--- src/shared/lcas_pkg.sv ---
package lcas_pkg;

  // ----------------------------------------------------------------
  // Widths and counts
  // ----------------------------------------------------------------
  localparam int VAL_W = 12;          // Used bits of a limit word
  localparam int REG_W = 16;          // Register word width
  localparam int NUM_CH = 4;          // Channels with limits
  localparam int ADDR_W = 8;          // Register pointer width
  localparam int CFG_W = 3;           // Pin control slice of the configuration
  localparam int STAT_W = 8;          // Violation status width
  localparam int CHAN_W = 3;          // Channel code width
  localparam int REGS_PER_CH = 3;     // Lower, upper, hysteresis
  localparam int LIMIT_REGS = 12;     // Limit-related words in total

  // ----------------------------------------------------------------
  // Register pointer values
  // ----------------------------------------------------------------
  localparam logic [7:0] ADDR_STATUS = 8'h01;
  localparam logic [7:0] ADDR_CONFIG = 8'h02;
  localparam logic [7:0] ADDR_LIMIT_BASE = 8'h04;  // Channel c word k at base + 3c + k
  localparam int KIND_LOWER = 0;
  localparam int KIND_UPPER = 1;
  localparam int KIND_HYST = 2;

  // ----------------------------------------------------------------
  // Configuration fields and codes
  // ----------------------------------------------------------------
  localparam int CFG_POL_BIT = 0;
  localparam int CFG_FUNC_LSB = 1;
  localparam logic [1:0] FUNC_NONE = 2'b00;
  localparam logic [1:0] FUNC_BUSY = 2'b01;
  localparam logic [1:0] FUNC_ALERT = 2'b10;
  localparam logic [1:0] FUNC_RESET = 2'b11;
  localparam logic [2:0] CFG_RESET = 3'h0;

  // ----------------------------------------------------------------
  // Reset values and special codes
  // ----------------------------------------------------------------
  localparam logic [7:0] STATUS_RESET = 8'h00;
  localparam logic [7:0] STATUS_CLEAR_CODE = 8'hff;
  localparam logic [11:0] FULL_SCALE_12 = 12'hfff;
  localparam logic [11:0] FULL_SCALE_10 = 12'hffc;
  localparam logic [11:0] ZERO_SCALE = 12'h000;
  localparam logic [11:0] HYST_RESET_12 = 12'h008;
  localparam logic [11:0] HYST_RESET_10 = 12'h002;
  localparam logic [11:0] MINMAX_CODE = 12'hfff;
  localparam int RESULT_FLAG_BIT = 15;

endpackage : lcas_pkg

--- src/hw/lcas_limit_unit.sv ---
`timescale 1ns/1ps
// Overview of operation
// - Upper, lower, hysteresis words per channel 1-4
// - Words 16 bits, top four read zero
// - Power-up upper full scale, lower zero
// - Channels 5-8 never alert
// - Result above upper raises alert
// - Upper alert releases N codes below
// - Result below lower raises alert
// - Lower alert releases N codes above
// - Reset code deasserts the alert pin
// - Hysteresis powers up as 2 or 8
// - All-ones hysteresis selects min/max capture
// - Status: even bits low, odd high
// - Status bits sticky until cleared
// - Reset code clears whole status
// - Writing all ones clears status
// - Alert via flag always, pin too if chosen
// - Pin function codes; reset reads back 10
// - Configuration bit 0 sets pin polarity
// - Result bit 15 carries any-channel flag
module lcas_limit_unit #(
  parameter int RES_BITS = 12  // Converter resolution, 10 or 12
) (
  input wire logic clock,                                  // 250 MHz device clock
  input wire logic rst_b,                                  // Async reset, active low
  input wire logic reg_wr_en,                              // Register write strobe
  input wire logic reg_rd_en,                              // Register read strobe
  input wire logic [lcas_pkg::ADDR_W-1:0] reg_addr,        // Register pointer
  input wire logic [lcas_pkg::REG_W-1:0] reg_wdata,        // Write data
  output logic [lcas_pkg::REG_W-1:0] reg_rdata,            // Read data
  output logic reg_rd_valid,                               // Read data valid pulse
  input wire logic result_valid,                           // New conversion result
  input wire logic [lcas_pkg::CHAN_W-1:0] result_chan,     // Channel code, 0 is channel 1
  input wire logic [lcas_pkg::VAL_W-1:0] result_data,      // Conversion value
  input wire logic busy_in,                                // Converter busy level
  output logic [lcas_pkg::REG_W-1:0] result_word,          // Flag, channel, value
  output logic alert_flag,                                 // Result-limit flag
  output logic [lcas_pkg::STAT_W-1:0] status_out,          // Violation status bits
  input wire logic alert_pin_in,                           // Pin level as seen
  output logic alert_pin_out,                              // Pin drive level
  output logic alert_pin_oe_b                              // Pin enable, low drives
);
  import lcas_pkg::*;

  localparam logic [VAL_W-1:0] FULL_SCALE = (RES_BITS == 10) ? FULL_SCALE_10 : FULL_SCALE_12;
  localparam logic [VAL_W-1:0] HYST_RESET = (RES_BITS == 10) ? HYST_RESET_10 : HYST_RESET_12;

  typedef struct packed {
    logic [CFG_W-1:0] cfg;
    logic [STAT_W-1:0] status;
    logic [REG_W-1:0] rdata;
    logic rd_valid;
    logic [REG_W-1:0] result;
    logic flag;
    logic pin_out;
    logic pin_oe_b;
  } lcas_top_state_t;

  lcas_top_state_t state_reg;
  lcas_top_state_t state_next;

  // ----------------------------------------------------------------
  // Pointer decode
  // ----------------------------------------------------------------
  // Returns hit flag and word index 0..11 of a limit-related register
  function automatic logic [4:0] limit_index(input logic [ADDR_W-1:0] addr);
    logic [4:0] res;
    res = 5'h00;
    for (int i = 0; i < LIMIT_REGS; i++) begin
      if (addr == ADDR_LIMIT_BASE + ADDR_W'(i)) begin
        res = {1'b1, 4'(i)};
      end
    end
    return res;
  endfunction : limit_index

  // Hit flag over a word index, decoded once per use
  logic [4:0] wr_hit;
  logic [4:0] rd_hit;
  logic clear_alerts;
  // Channel 1 sits at index 0 of each array
  logic [VAL_W-1:0] upper_a [NUM_CH];
  logic [VAL_W-1:0] lower_a [NUM_CH];
  logic [VAL_W-1:0] hyst_a [NUM_CH];
  logic [NUM_CH-1:0] hi_act;
  logic [NUM_CH-1:0] lo_act;
  logic [NUM_CH-1:0] hi_ev;
  logic [NUM_CH-1:0] lo_ev;
  // Violations this cycle, already in status bit order
  logic [STAT_W-1:0] events;
  logic any_active;
  logic limit_chan;
  // Strobes decoded once and shared by status and pin
  logic cfg_write;
  logic stat_clear_write;

  assign wr_hit = limit_index(reg_addr);
  assign rd_hit = limit_index(reg_addr);
  assign cfg_write = reg_wr_en && (reg_addr == ADDR_CONFIG);
  // Reset code clears alerts, flag and status together
  assign clear_alerts = cfg_write && (reg_wdata[CFG_FUNC_LSB +: 2] == FUNC_RESET);
  assign stat_clear_write = reg_wr_en && (reg_addr == ADDR_STATUS) &&
                            (reg_wdata[STAT_W-1:0] == STATUS_CLEAR_CODE);
  // Only codes 0..3 reach a limit pair; the rest are ignored
  assign limit_chan = result_valid && (result_chan < CHAN_W'(NUM_CH));

  // ----------------------------------------------------------------
  // Per-channel limit units
  // ----------------------------------------------------------------
  for (genvar c = 0; c < NUM_CH; c++) begin : g_ch
    // One write strobe per channel; the word index picks the register
    logic sel;
    assign sel = reg_wr_en && wr_hit[4];
    lcas_channel #(
      .FULL_SCALE(FULL_SCALE),
      .HYST_RESET(HYST_RESET)
    ) u_ch (
      .clock(clock),
      .rst_b(rst_b),
      .wr_lower(sel && (wr_hit[3:0] == 4'(REGS_PER_CH * c + KIND_LOWER))),
      .wr_upper(sel && (wr_hit[3:0] == 4'(REGS_PER_CH * c + KIND_UPPER))),
      .wr_hyst(sel && (wr_hit[3:0] == 4'(REGS_PER_CH * c + KIND_HYST))),
      .wdata(reg_wdata[VAL_W-1:0]),
      .sample(limit_chan && (result_chan == CHAN_W'(c))),
      .sample_data(result_data),
      .clear_alerts(clear_alerts),
      .upper_q(upper_a[c]),
      .lower_q(lower_a[c]),
      .hyst_q(hyst_a[c]),
      .hi_active(hi_act[c]),
      .lo_active(lo_act[c]),
      .hi_event(hi_ev[c]),
      .lo_event(lo_ev[c])
    );
    // Even bit low limit, odd bit high limit
    assign events[2*c] = lo_ev[c];
    assign events[2*c+1] = hi_ev[c];
  end

  // Flag, and the pin under the alert function, follow any alert held on any channel
  assign any_active = |{hi_act, lo_act};

  // ----------------------------------------------------------------
  // Register file, status, flag and pin
  // ----------------------------------------------------------------
  always_comb begin
    state_next = state_reg;
    state_next.rd_valid = 1'b0;

    // Pin control slice; the reset code is not stored, it reads back as alert
    if (cfg_write) begin
      if (clear_alerts) begin
        state_next.cfg = {FUNC_ALERT, reg_wdata[CFG_POL_BIT]};
      end else begin
        state_next.cfg = reg_wdata[CFG_W-1:0];
      end
    end

    // Clears first so an event in the same cycle still lands
    if (clear_alerts || stat_clear_write) begin
      state_next.status = STATUS_RESET;
    end
    state_next.status = state_next.status | events;

    // Flag mirrors any held alert on any channel
    state_next.flag = any_active && !clear_alerts;
    if (result_valid) begin
      // Low fifteen bits carry channel code and value
      state_next.result[RESULT_FLAG_BIT-1:0] = {result_chan, result_data};
    end
    state_next.result[RESULT_FLAG_BIT] = state_next.flag;

    // Pin function and polarity; released when no function chosen
    unique case (state_reg.cfg[CFG_FUNC_LSB +: 2])
      FUNC_BUSY: begin
        state_next.pin_oe_b = 1'b0;
        state_next.pin_out = busy_in ? state_reg.cfg[CFG_POL_BIT] : !state_reg.cfg[CFG_POL_BIT];
      end
      FUNC_ALERT: begin
        state_next.pin_oe_b = 1'b0;
        state_next.pin_out = (any_active && !clear_alerts) ? state_reg.cfg[CFG_POL_BIT]
                                                            : !state_reg.cfg[CFG_POL_BIT];
      end
      FUNC_NONE, FUNC_RESET: begin
        state_next.pin_oe_b = 1'b1;
        state_next.pin_out = !state_reg.cfg[CFG_POL_BIT];
      end
    endcase

    // Read path; unmapped pointers return zero
    if (reg_rd_en) begin
      state_next.rd_valid = 1'b1;
      state_next.rdata = '0;
      if (reg_addr == ADDR_STATUS) begin
        state_next.rdata = {8'h00, state_reg.status};
      end else if (reg_addr == ADDR_CONFIG) begin
        state_next.rdata = {13'h0000, state_reg.cfg};
      // Limit words return with the top nibble cleared
      end else if (rd_hit[4]) begin
        for (int c = 0; c < NUM_CH; c++) begin
          if (rd_hit[3:0] == 4'(REGS_PER_CH * c + KIND_LOWER)) begin
            state_next.rdata = {4'h0, lower_a[c]};
          end
          if (rd_hit[3:0] == 4'(REGS_PER_CH * c + KIND_UPPER)) begin
            state_next.rdata = {4'h0, upper_a[c]};
          end
          if (rd_hit[3:0] == 4'(REGS_PER_CH * c + KIND_HYST)) begin
            state_next.rdata = {4'h0, hyst_a[c]};
          end
        end
      end
    end
  end

  always_ff @(posedge clock or negedge rst_b) begin
    if (!rst_b) begin
      state_reg <= '{cfg: CFG_RESET, status: STATUS_RESET, rdata: 16'h0000, rd_valid: 1'b0,
                     result: 16'h0000, flag: 1'b0, pin_out: 1'b1, pin_oe_b: 1'b1};
    end else begin
      state_reg <= state_next;
    end
  end

  assign reg_rdata = state_reg.rdata;
  assign reg_rd_valid = state_reg.rd_valid;
  assign result_word = state_reg.result;
  assign alert_flag = state_reg.flag;
  assign status_out = state_reg.status;
  assign alert_pin_out = state_reg.pin_out;
  assign alert_pin_oe_b = state_reg.pin_oe_b;
endmodule : lcas_limit_unit

--- src/hw/lcas_channel.sv ---
`timescale 1ns/1ps
module lcas_channel #(
  parameter logic [11:0] FULL_SCALE = 12'hfff,
  parameter logic [11:0] HYST_RESET = 12'h008
) (
  input wire logic clock,                               // Device clock
  input wire logic rst_b,                               // Async reset, active low
  input wire logic wr_lower,                            // Host write to lower word
  input wire logic wr_upper,                            // Host write to upper word
  input wire logic wr_hyst,                             // Host write to hysteresis word
  input wire logic [lcas_pkg::VAL_W-1:0] wdata,         // Host write value
  input wire logic sample,                              // New result for this channel
  input wire logic [lcas_pkg::VAL_W-1:0] sample_data,   // Result value
  input wire logic clear_alerts,                        // Reset code written
  output logic [lcas_pkg::VAL_W-1:0] upper_q,           // Upper word
  output logic [lcas_pkg::VAL_W-1:0] lower_q,           // Lower word
  output logic [lcas_pkg::VAL_W-1:0] hyst_q,            // Hysteresis word
  output logic hi_active,                               // Upper alert held
  output logic lo_active,                               // Lower alert held
  output logic hi_event,                                // Upper violation this cycle
  output logic lo_event                                 // Lower violation this cycle
);
  import lcas_pkg::*;

  typedef struct packed {
    logic [VAL_W-1:0] upper;
    logic [VAL_W-1:0] lower;
    logic [VAL_W-1:0] hyst;
    logic hi;
    logic lo;
  } lcas_ch_state_t;

  lcas_ch_state_t state_reg;
  lcas_ch_state_t state_next;
  logic minmax;
  logic hi_release;
  logic lo_release;

  // ----------------------------------------------------------------
  // Compare and update
  // ----------------------------------------------------------------
  // Sums use one extra bit so a large hysteresis never wraps around
  always_comb begin
    state_next = state_reg;
    minmax = (state_reg.hyst == MINMAX_CODE);
    hi_event = sample && !minmax && (sample_data > state_reg.upper);
    lo_event = sample && !minmax && (sample_data < state_reg.lower);
    hi_release = ({1'b0, sample_data} + {1'b0, state_reg.hyst}) <= {1'b0, state_reg.upper};
    lo_release = {1'b0, sample_data} >= ({1'b0, state_reg.lower} + {1'b0, state_reg.hyst});
    if (clear_alerts) begin
      state_next.hi = 1'b0;
      state_next.lo = 1'b0;
    end
    if (minmax) begin
      // Capture mode keeps the span and never holds an alert
      state_next.hi = 1'b0;
      state_next.lo = 1'b0;
      if (sample && (sample_data > state_reg.upper)) begin
        state_next.upper = sample_data;
      end
      if (sample && (sample_data < state_reg.lower)) begin
        state_next.lower = sample_data;
      end
    end else if (sample) begin
      if (hi_event) begin
        state_next.hi = 1'b1;
      end else if (hi_release) begin
        state_next.hi = 1'b0;
      end
      if (lo_event) begin
        state_next.lo = 1'b1;
      end else if (lo_release) begin
        state_next.lo = 1'b0;
      end
    end
    // Host writes win over a capture in the same cycle
    if (wr_upper) begin
      state_next.upper = wdata;
    end
    if (wr_lower) begin
      state_next.lower = wdata;
    end
    if (wr_hyst) begin
      state_next.hyst = wdata;
    end
  end

  // Power-up limits span the full range
  always_ff @(posedge clock or negedge rst_b) begin
    if (!rst_b) begin
      state_reg <= '{upper: FULL_SCALE, lower: ZERO_SCALE, hyst: HYST_RESET, hi: 1'b0, lo: 1'b0};
    end else begin
      state_reg <= state_next;
    end
  end

  assign upper_q = state_reg.upper;
  assign lower_q = state_reg.lower;
  assign hyst_q = state_reg.hyst;
  assign hi_active = state_reg.hi;
  assign lo_active = state_reg.lo;
endmodule : lcas_channel

--- config.mk ---
export PLATFORM = sky130hd
export DESIGN_NAME = lcas_limit_unit
export DESIGN_NICKNAME = d
export VERILOG_FILES = /design/src/shared/lcas_pkg.sv /design/src/hw/lcas_limit_unit.sv /design/src/hw/lcas_channel.sv
export SDC_FILE = /design/constraint.sdc
export NUM_CORES = 1
export LEC_CHECK = 0
export BUFFER_PORTS_ARGS = -buffer_cell sky130_fd_sc_hd__buf_2
export CAP_MARGIN = 10
export CORE_MARGIN = 10
export CORE_UTILIZATION = 65
export CTS_BUF_LIST = sky130_fd_sc_hd__clkbuf_8 sky130_fd_sc_hd__clkbuf_16
export DETAILED_ROUTE_END_ITERATION = 7
export PLACE_DENSITY_LB_ADDON = 0.15
export SLEW_MARGIN = 25
export SYNTH_ARGS = -nofsm -noshare
export SYNTH_HDL_FRONTEND = slang
export SYNTH_SLANG_ARGS = --single-unit
--- constraint.sdc ---
create_clock -name clock -period 6.4 [get_ports clock]
set_input_delay 0.96 -clock clock [delete_from_list [all_inputs] [get_ports clock]]
set_output_delay 0.96 -clock clock [all_outputs]
set_load 0.01 [all_outputs]
# --- After elaboration in Yosys (flattened, before gate mapping) ---
# Index checks and enable logic that the tools add are counted.
totals:
  latchBits: 0
  output_inout_bits: 44
  mem_bits_rw: 0
  rom_bits: 0
  mem_count: 0
  register_bits: 198
  input_bits: 46
op_classes:
  n_shift: 0
  n_eq_ne: 37
  add_sub_neg: 8
  div_mod_pow: 0
  reduce_logical: 79
  multipliers: 0
  n_mux: 81
  bitwise_logic: 1
  order_cmp: 17
ops:
  columns: ["cell", "n"]
  rows:
  - ["2-to-1 mux 16 bit", 14]
  - ["2-to-1 mux 12 bit", 17]
  - ["adder 12 x 12 -> 13 bit", 8]
  - ["2-to-1 mux 24 bit", 4]
  - ["== test 8 x 4 -> 1 bit, second input constant", 8]
  - ["2-to-1 mux 5 bit", 12]
  - [">= comparator 12 x 13 -> 1 bit", 4]
  - ["less-or-equal comparator 13 x 12 -> 1 bit", 4]
  - ["== test 12 bit, second input constant", 4]
  - ["greater-than comparator 12 bit", 4]
  - ["< comparator 12 bit", 4]
  - ["logical AND 1 bit", 43]
  - ["== test 8 x 3 -> 1 bit, second input constant", 4]
  - ["nonzero test 2 bit", 16]
  - ["2-to-1 mux 2 bit", 12]
  - ["2-to-1 mux 1 bit", 19]
  - ["== test 4 x 3 -> 1 bit, second input constant", 4]
  - ["== test 4 bit, second input constant", 4]
  - ["AND reduction 2 bit", 8]
  - ["== test 4 x 2 -> 1 bit, second input constant", 2]
  - ["== test 8 x 1 -> 1 bit, second input constant", 1]
  - ["== test 8 x 2 -> 1 bit, second input constant", 1]
  - ["== test 8 bit, second input constant", 1]
  - ["2-to-1 mux 8 bit", 1]
  - ["other kinds (16)", 24]

# --- Longest topological paths before layout ---
# Gate-level depths: netlist of the first run.
logic_depth:
  word_depth: 29
  depth_mapped: 15

# --- Hierarchy ---
# From an unflattened synthesis of the first run, not the netlist that was laid out.
unflattened:
  hier_cells: 2160
  hier_area_um2: 19598.8
modules_own_cells:
  columns: ["module", "cells_each", "n_inst", "seq_area_each_um2", "area_per_inst_um2"]
  rows:
  - ["lcas_channel (g_ch[0].u_ch ...)", 421, 3, 967.2, 3915.0]
  - ["lcas_limit_unit", 481, 1, 1053.5, 3941.3]
  - ["lcas_channel (g_ch[1].u_ch)", 416, 1, 967.2, 3912.5]

# --- Least setup slack after synthesis of the first run ---
# No wires, ideal clock.
synth_path:
  kind: "input-to-reg"
  startpoint: "input port result_data[0] (netlist name)"
  endpoint: "register g_ch[1].u_ch.state_reg (netlist bit g_ch[1].u_ch.hi_active)"
  cell_stages: 14
  setup_slack_ps: 2223
  arrival_ps: 4057
  path_cell_list: "ha_1 -> fa_1 -> a211oi_1 -> nor2_1 -> o21a_1 -> o31a_1 -> or3_1 -> and2_1 -> ha_1 -> and4_1 -> a221oi_1 -> a211oi_1 -> a211o_1 -> a31o_2"
synth_rtl:
  columns: ["item", "line", "text"]
  rows:
  - ["start: declaration", "lcas_limit_unit.sv:35", "input wire logic [lcas_pkg::VAL_W-1:0] result_data,"]
  - ["end signal: assignment", "lcas_channel.sv:91", "state_reg <= '{upper: FULL_SCALE, lower: ZERO_SCALE, hyst: HYST_RESET, hi: 1'b0, lo: 1'b0};"]
  - ["end signal: assignment", "lcas_channel.sv:93", "state_reg <= state_next;"]
  - ["end: declaration", "lcas_channel.sv:33", "lcas_ch_state_t state_reg;"]

==> results of run 1 <==
[cell type report]
cell class	count	area, um^2
Sequential cell	194	4920
Multi-Input combinational cell	1727	13100
Timing Repair Buffer	111	653
Inverter	126	473
Fill cell	2313	8640
Clock inverter	15	209
Clock buffer	17	425
Tap cell	384	480
[kinds of logic (layout without fill, tap and decap cells)]
| group | after synthesis | count (layout) |
|---|---|---|
| AOI/OAI and AO/OA | 636 | 636 |
| and+or+nand+nor | 563 | 563 |
| adders and majority gates | 294 | 294 |
| buffers and inverters | 261 | 269 |
| DFF | 194 | 194 |
| muxes | 169 | 169 |
| xor gates and xnor gates | 61 | 61 |
| other | 1 | 4 |
[routing by layer]
metal,vias up,routed length (um)
met5,-,0
met2,1071,29600
met1,8687,26700
met4,0,4330
li1,8089,-
met3,278,8510
[report_power, final]
group          total [mW]  switching, mW  internal (mW)
clock                1.18          0.635          0.548
sequential           1.38         0.0888           1.29
combinational       0.707          0.445          0.262
total                3.27           1.17           2.10
[stage by stage]
stage | cell area [um^2] | power (mW) | instances
floorplan | 19100 | 1.81 | 2182
global placement | 19500 | 2.05 | 2540
detailed placement | 19600 | 2.08 | 2541
CTS | 20200 | 3.24 | 2573
global route | 20200 | 3.39 | 2574
finish | 20200 | 3.27 | 2574
[path summary, 6_finish.rpt]
kind | endpoint | slack [ps] | depth (start not counted)
worst max-delay path | g_ch[0].u_ch.hi_active | 2030 | 15
worst min-delay path | g_ch[0].u_ch.lo_active | 430 | 1
worst max register to register | g_ch[3].u_ch.lo_active | 2270 | 14
worst min register to register | result_word[13] | 510 | 1
max in group asynchronous | g_ch[2].u_ch.hyst_q[4] | 4680 | 2
min in group clock | result_word[13] | 510 | 1
[cell usage in the layout (no fill, tap or decap), types with 11 or more instances in the layout]
master,count
ha_1,286
o21ai_0,159
a21oi_1,155
nor2_1,148
dfrtp_1,140
nand2_1,128
inv_1,126
mux2i_1,98
buf_2,79
mux2_2,71
nand4_1,55
dfstp_2,54
nor3_1,51
o21a_1,40
a21o_1,38
nand3_1,35
xnor2_1,35
nor2b_1,33
a211oi_1,31
nand2b_1,30
buf_4,28
o211ai_1,27
xor2_1,26
o31ai_1,22
a31oi_1,19
clkbuf_16,17
or3_1,15
nor4_1,13
o22ai_1,12
a211o_1,11
o2111ai_1,11
==> qor.yml, run 1 <==
grt_pass1_wl_um: 105000
critPathTopFamily: "compound AO/OA/AOI/OAI gates"
layout-drive-gt1-share_pct: 13.7
status: "finished, final reports clean"
fin_ws_ps: 2030
root_buffer: "clkbuf_16"
postCtsHoldBufs: 0
wire_per_inst_um: 26.9
worst_hold_slack_ps: 432
grtUsageMet1_pct: 46.9
synth_xor_area_share_pct: 2.80
clk_pin_slew_ps: 90
synth_mux_area_share_pct: 9.33
synth.most_common_cell: "ha_1"
end_kind: "register"
powerDensity_nw_per_um2: 162
critPathMaxStageDelay_ps: 540
fmax_mhz: 229
report.final.setup_viol: 0
grtUsageMet3_pct: 11.3
nNetsFinal: 2517
final.setup.tns_ps: 0
dp_hpwl_um: 50400
yosysTopAreaCellShare_pct: 18.7
route.detailed.drc: 0
rr_startpoint: "g_ch[3].u_ch.lower_q[0]"
leakagePower_nw: 8.57
synthArstFlopShare_pct: 100
maxSlewViolCount: 0
n_antenna_cell: 0
fin_skew_ps: 17.8
min_path_type: "input port to async pin"
die-area_um2: 36600
post_cts_resized: 0
max-cap-violations: 0
grt_start_max_net_pins: 82
cts_buffers: 17
postCtsSetupBuffers: 0
cts_buffer_depth: 2
clkSinkCount: 194
via_per_inst: 7.04
grt_pass1_vias: 17800
path_buf_inv: 2
startpoint: "result_data[3]"
routed_wl_um: 69100
arrival_ps: 4710
start_util_pct: 66.2
io_buffer_count: 80
yosysTopAreaCell: "ha_1"
worst_ir_drop_vdd_uv: 183
fp.coreArea_um2: 28900
drtIter0Drc: 1966
antenna_found_initial: 1
area_growth_pct: 5.92
tightest_slew_ps: 1020
final_util_pct: 70.1
gp_congestion: 1.00
synth.distinct_cells: 80
netlist_instances: 2179
start_kind: "input port"
htree_levels: 4
ys_seq_area_share_pct: 25.8
cp_cell_sequence: "buf_2, buf_4, ha_1, o21ai_0, nor2_1, or4_1, a41o_1, o41ai_1, xnor2_1, ha_1, nand4_1, o32ai_1, a21oi_1, o311ai_0, nand3b_1"
critPathKind: "input port to register"
syn_area_um2: 19100
die_x_um: 191
grt_usage_pct: 37.4
synth.ff_latch_count: 194
rsz0062_at_grt: "false"
synthTopCellsByArea: "ha_1 (19%), dfrtp_1 (18%), dfstp_2 (7.4%)"
synth_compound_area_share_pct: 21.7
die_y_um: 191
clk-insertion-delay-late_ps: 480
fin_crit_sh_pct: 68.2
pre_cts_ws_ps: 1650
synth-edff-count: 0
cpMaxStageDelayCell: "buf_2"
yosys.area_share.simple_pct: 14.6
synth_adder_area_share_pct: 19.6
grt.overflow.total: 0
drtAntennaViolNets: 0
dominantRegCellSynth: "dfrtp_1"
top_usage_layer: "met2"
required_ps: 6740
slew_headroom_pct: 32.1
fp-row-count: 62
crit_fanout: 17
synth_area_per_cell_um2: 8.76
critical-path-top-cell-by-count: "ha_1"
vias: 18100
cts_tree: "done"
yosys_warnings: 0
hold_viol: 0
synth_top_family_by_area: "compound AO/OA/AOI/OAI gates"
final.min_clock_period_ps: 4370
firstDrtPassIters: 6
boundaryPins: 90
ys_top_cells_by_count: "ha_1 (286), o21ai_0 (159), a21oi_1 (155)"
use_met2_pct: 55.8
No activity file was read; power rests on OpenSTA's default activity.
==> run 2, diff against run 1 <==
Settings changed: ABC_AREA set to 1, CORE_UTILIZATION 65 to 58.
Clock period 6.4 ns to 4.01 ns, I/O delays scaled along.
==> qor.yml, run 2 <==
die_y_um: 198
yosys_warnings: 0
stdcell_area_um2: 19700
hold_viol: 0
grt_pass1_vias: 17100
critPathKind: "input port to register"
synthTopCellsByArea: "ha_1 (20%), dfrtp_1 (19%), nand2_1 (13%)"
wire_per_inst_um: 21.9
synth_compound_area_share_pct: 15.9
tightest_slew_ps: 993
ys_seq_area_share_pct: 26.8
post_cts_resized: 0
pre_cts_ws_ps: 292
clkSinkCount: 194
maxSlewViolCount: 0
yosysTopAreaCellShare_pct: 19.5
powerDensity_nw_per_um2: 268
cts_buffers: 17
yosys.area_share.simple_pct: 22.7
cp_cell_sequence: "buf_2, ha_1, fa_1, a21oi_1, o21bai_1, a21oi_1, nor2_1, nor2_1, xor2_1, inv_1, ha_1, a21oi_1, nor3_1, a211oi_1, a21oi_1, o21ai_0, nand2_1, nand2_1, nand3_1, nand2_1, nand2_1"
layout-drive-gt1-share_pct: 9.93
postCtsHoldBufs: 0
vias: 18100
synth-edff-count: 0
final.min_clock_period_ps: 3360
worst_ir_drop_vdd_uv: 276
critPathMaxStageDelay_ps: 410
synth.most_common_cell: "nand2_1"
cpMaxStageDelayCell: "fa_1"
leakagePower_nw: 9.98
boundaryPins: 90
rsz0062_at_grt: "false"
die-area_um2: 39100
synth_area_per_cell_um2: 7.37
via_per_inst: 6.12
report.final.setup_viol: 0
fin_ws_ps: 654
grt_usage_pct: 33.1
synth.ff_latch_count: 194
nNetsFinal: 2875
route.detailed.drc: 0
arrival_ps: 3710
synth_mux_area_share_pct: 0.798
end_kind: "register"
grt_pass1_wl_um: 98800
syn_area_um2: 18300
htree_levels: 4
place_area_um2: 19000
root_buffer: "clkbuf_16"
cts_buffer_depth: 2
synthArstFlopShare_pct: 100
dp.cells: 2917
grt_start_max_net_pins: 113
required_ps: 4360
synth_xor_area_share_pct: 3.77
min_path_type: "input port to async pin"
ys_top_cells_by_count: "nand2_1 (617), inv_1 (305), ha_1 (286)"
max-cap-violations: 0
fin_crit_sh_pct: 83.7
start_kind: "input port"
dominantRegCellSynth: "dfrtp_1"
clk_pin_slew_ps: 80
firstDrtPassIters: 8
clk-insertion-delay-late_ps: 470
area_growth_pct: 7.26
crit_fanout: 9
antenna_found_initial: 1
drtIter0Drc: 1768
yosysTopAreaCell: "ha_1"
fin_skew_ps: 17.8
synth_top_family_by_area: "simple AND/OR/NAND/NOR gates"
layout_commonest_cell: "nand2_1"
io_buffer_count: 80
fmax_mhz: 298
final.setup.tns_ps: 0
postCtsSetupBuffers: 0
routed_wl_um: 64700
grt.overflow.total: 0
synth.distinct_cells: 59
drtAntennaViolNets: 0
stdcell_count: 2952
fp.coreArea_um2: 31400
slew_headroom_pct: 33.5
synth_adder_area_share_pct: 20.4
netlist_instances: 2486
final_util_pct: 62.6
fp-row-count: 65
start_util_pct: 58.4
status: "finished, final reports clean"
cts_tree: "done"
dp_hpwl_um: 48300
gp_congestion: 1.00
die_x_um: 198
final_cell_mix: "nand2_1 (617), inv_1 (306), ha_1 (286)"
-- run 2: cell types whose count changed after synthesis, sizes merged, moves of 34 or more --
cell    before  now
inv        126  316
mux2i       98    0
nand2      128  619
nand3       35  101
o21ai      162  209
clkbuf      62   28
mux2        71   13
o21a        40    6
-- run 2: worst max-delay path: cells and delay by family --
family	cells	cell delay, ps
adders and majority gates	3	1010
and+or+nand+nor	8	570
AOI/OAI and AO/OA	7	1040
buffers and inverters	2	330
xor gates and xnor gates	1	160
-- run 2: path summary, 6_finish.rpt --
kind,start,to,slack (ps),cells past startpoint
worst min register to register,result_word[12],result_word[12],470,2
worst max-delay path,result_data[0],g_ch[3].u_ch.hi_active,650,21
worst min-delay path,rst_b,g_ch[3].u_ch.hyst_q[7],90,1
max in group asynchronous,rst_b,g_ch[2].u_ch.lower_q[9],2910,3
worst max register to register,g_ch[2].u_ch.hyst_q[0],g_ch[2].u_ch.hi_active,650,20
min in group clock,reg_wdata[10],g_ch[0].u_ch.upper_q[10],390,3
-- run 2: layer usage --
metal | track usage, % | part of all wire [%] | up-vias
met5 | 0 | 0 | -
met4 | 19.5 | 6.3 | 0
met3 | 5.72 | 11 | 216
met2 | 50.0 | 43 | 967
met1 | 43.5 | 41 | 8411
li1 | - | - | 8476
-- run 2: cell families (layout without fill, tap and decap cells) --
logic type               after synthesis  count (layout)
AO/OA/AOI/OAI                        514             514
multiplexers                          13              13
buffers and inverters                416             475
flip-flops                           194             194
AND/OR/NAND/NOR                      975             975
adder cells (fa/ha/maj)              294             294
XOR/XNOR                              79              79
other                                  1               6
-- run 2: metrics by stage --
| step | hold WS (ps) | power [mW] |
|---|---|---|
| 2_1_floorplan | 306 | 2.98 |
| 3_3_place_gp | 454 | 3.44 |
| 3_5_place_dp | 457 | 3.50 |
| 4_1_cts | 330 | 5.24 |
| 5_1_grt | 139 | 5.50 |
| 6_report | 94.5 | 5.28 |
-- run 2: layout make-up --
type	instances	area [um^2]
Antenna cell	2	5.00
Clock buffer	18	439
Clock inverter	14	139
Fill cell	2901	11700
Inverter	320	1200
Multi-Input combinational cell	1879	11700
Sequential cell	194	4920
Tap cell	402	503
Timing Repair Buffer	123	764
-- run 2: report_power, final --
group | switching (mW) | total [mW] | internal, mW
clock | 0.918 | 1.76 | 0.846
sequential | 0.118 | 2.18 | 2.06
combinational | 0.868 | 1.33 | 0.467
total | 1.90 | 5.28 | 3.37
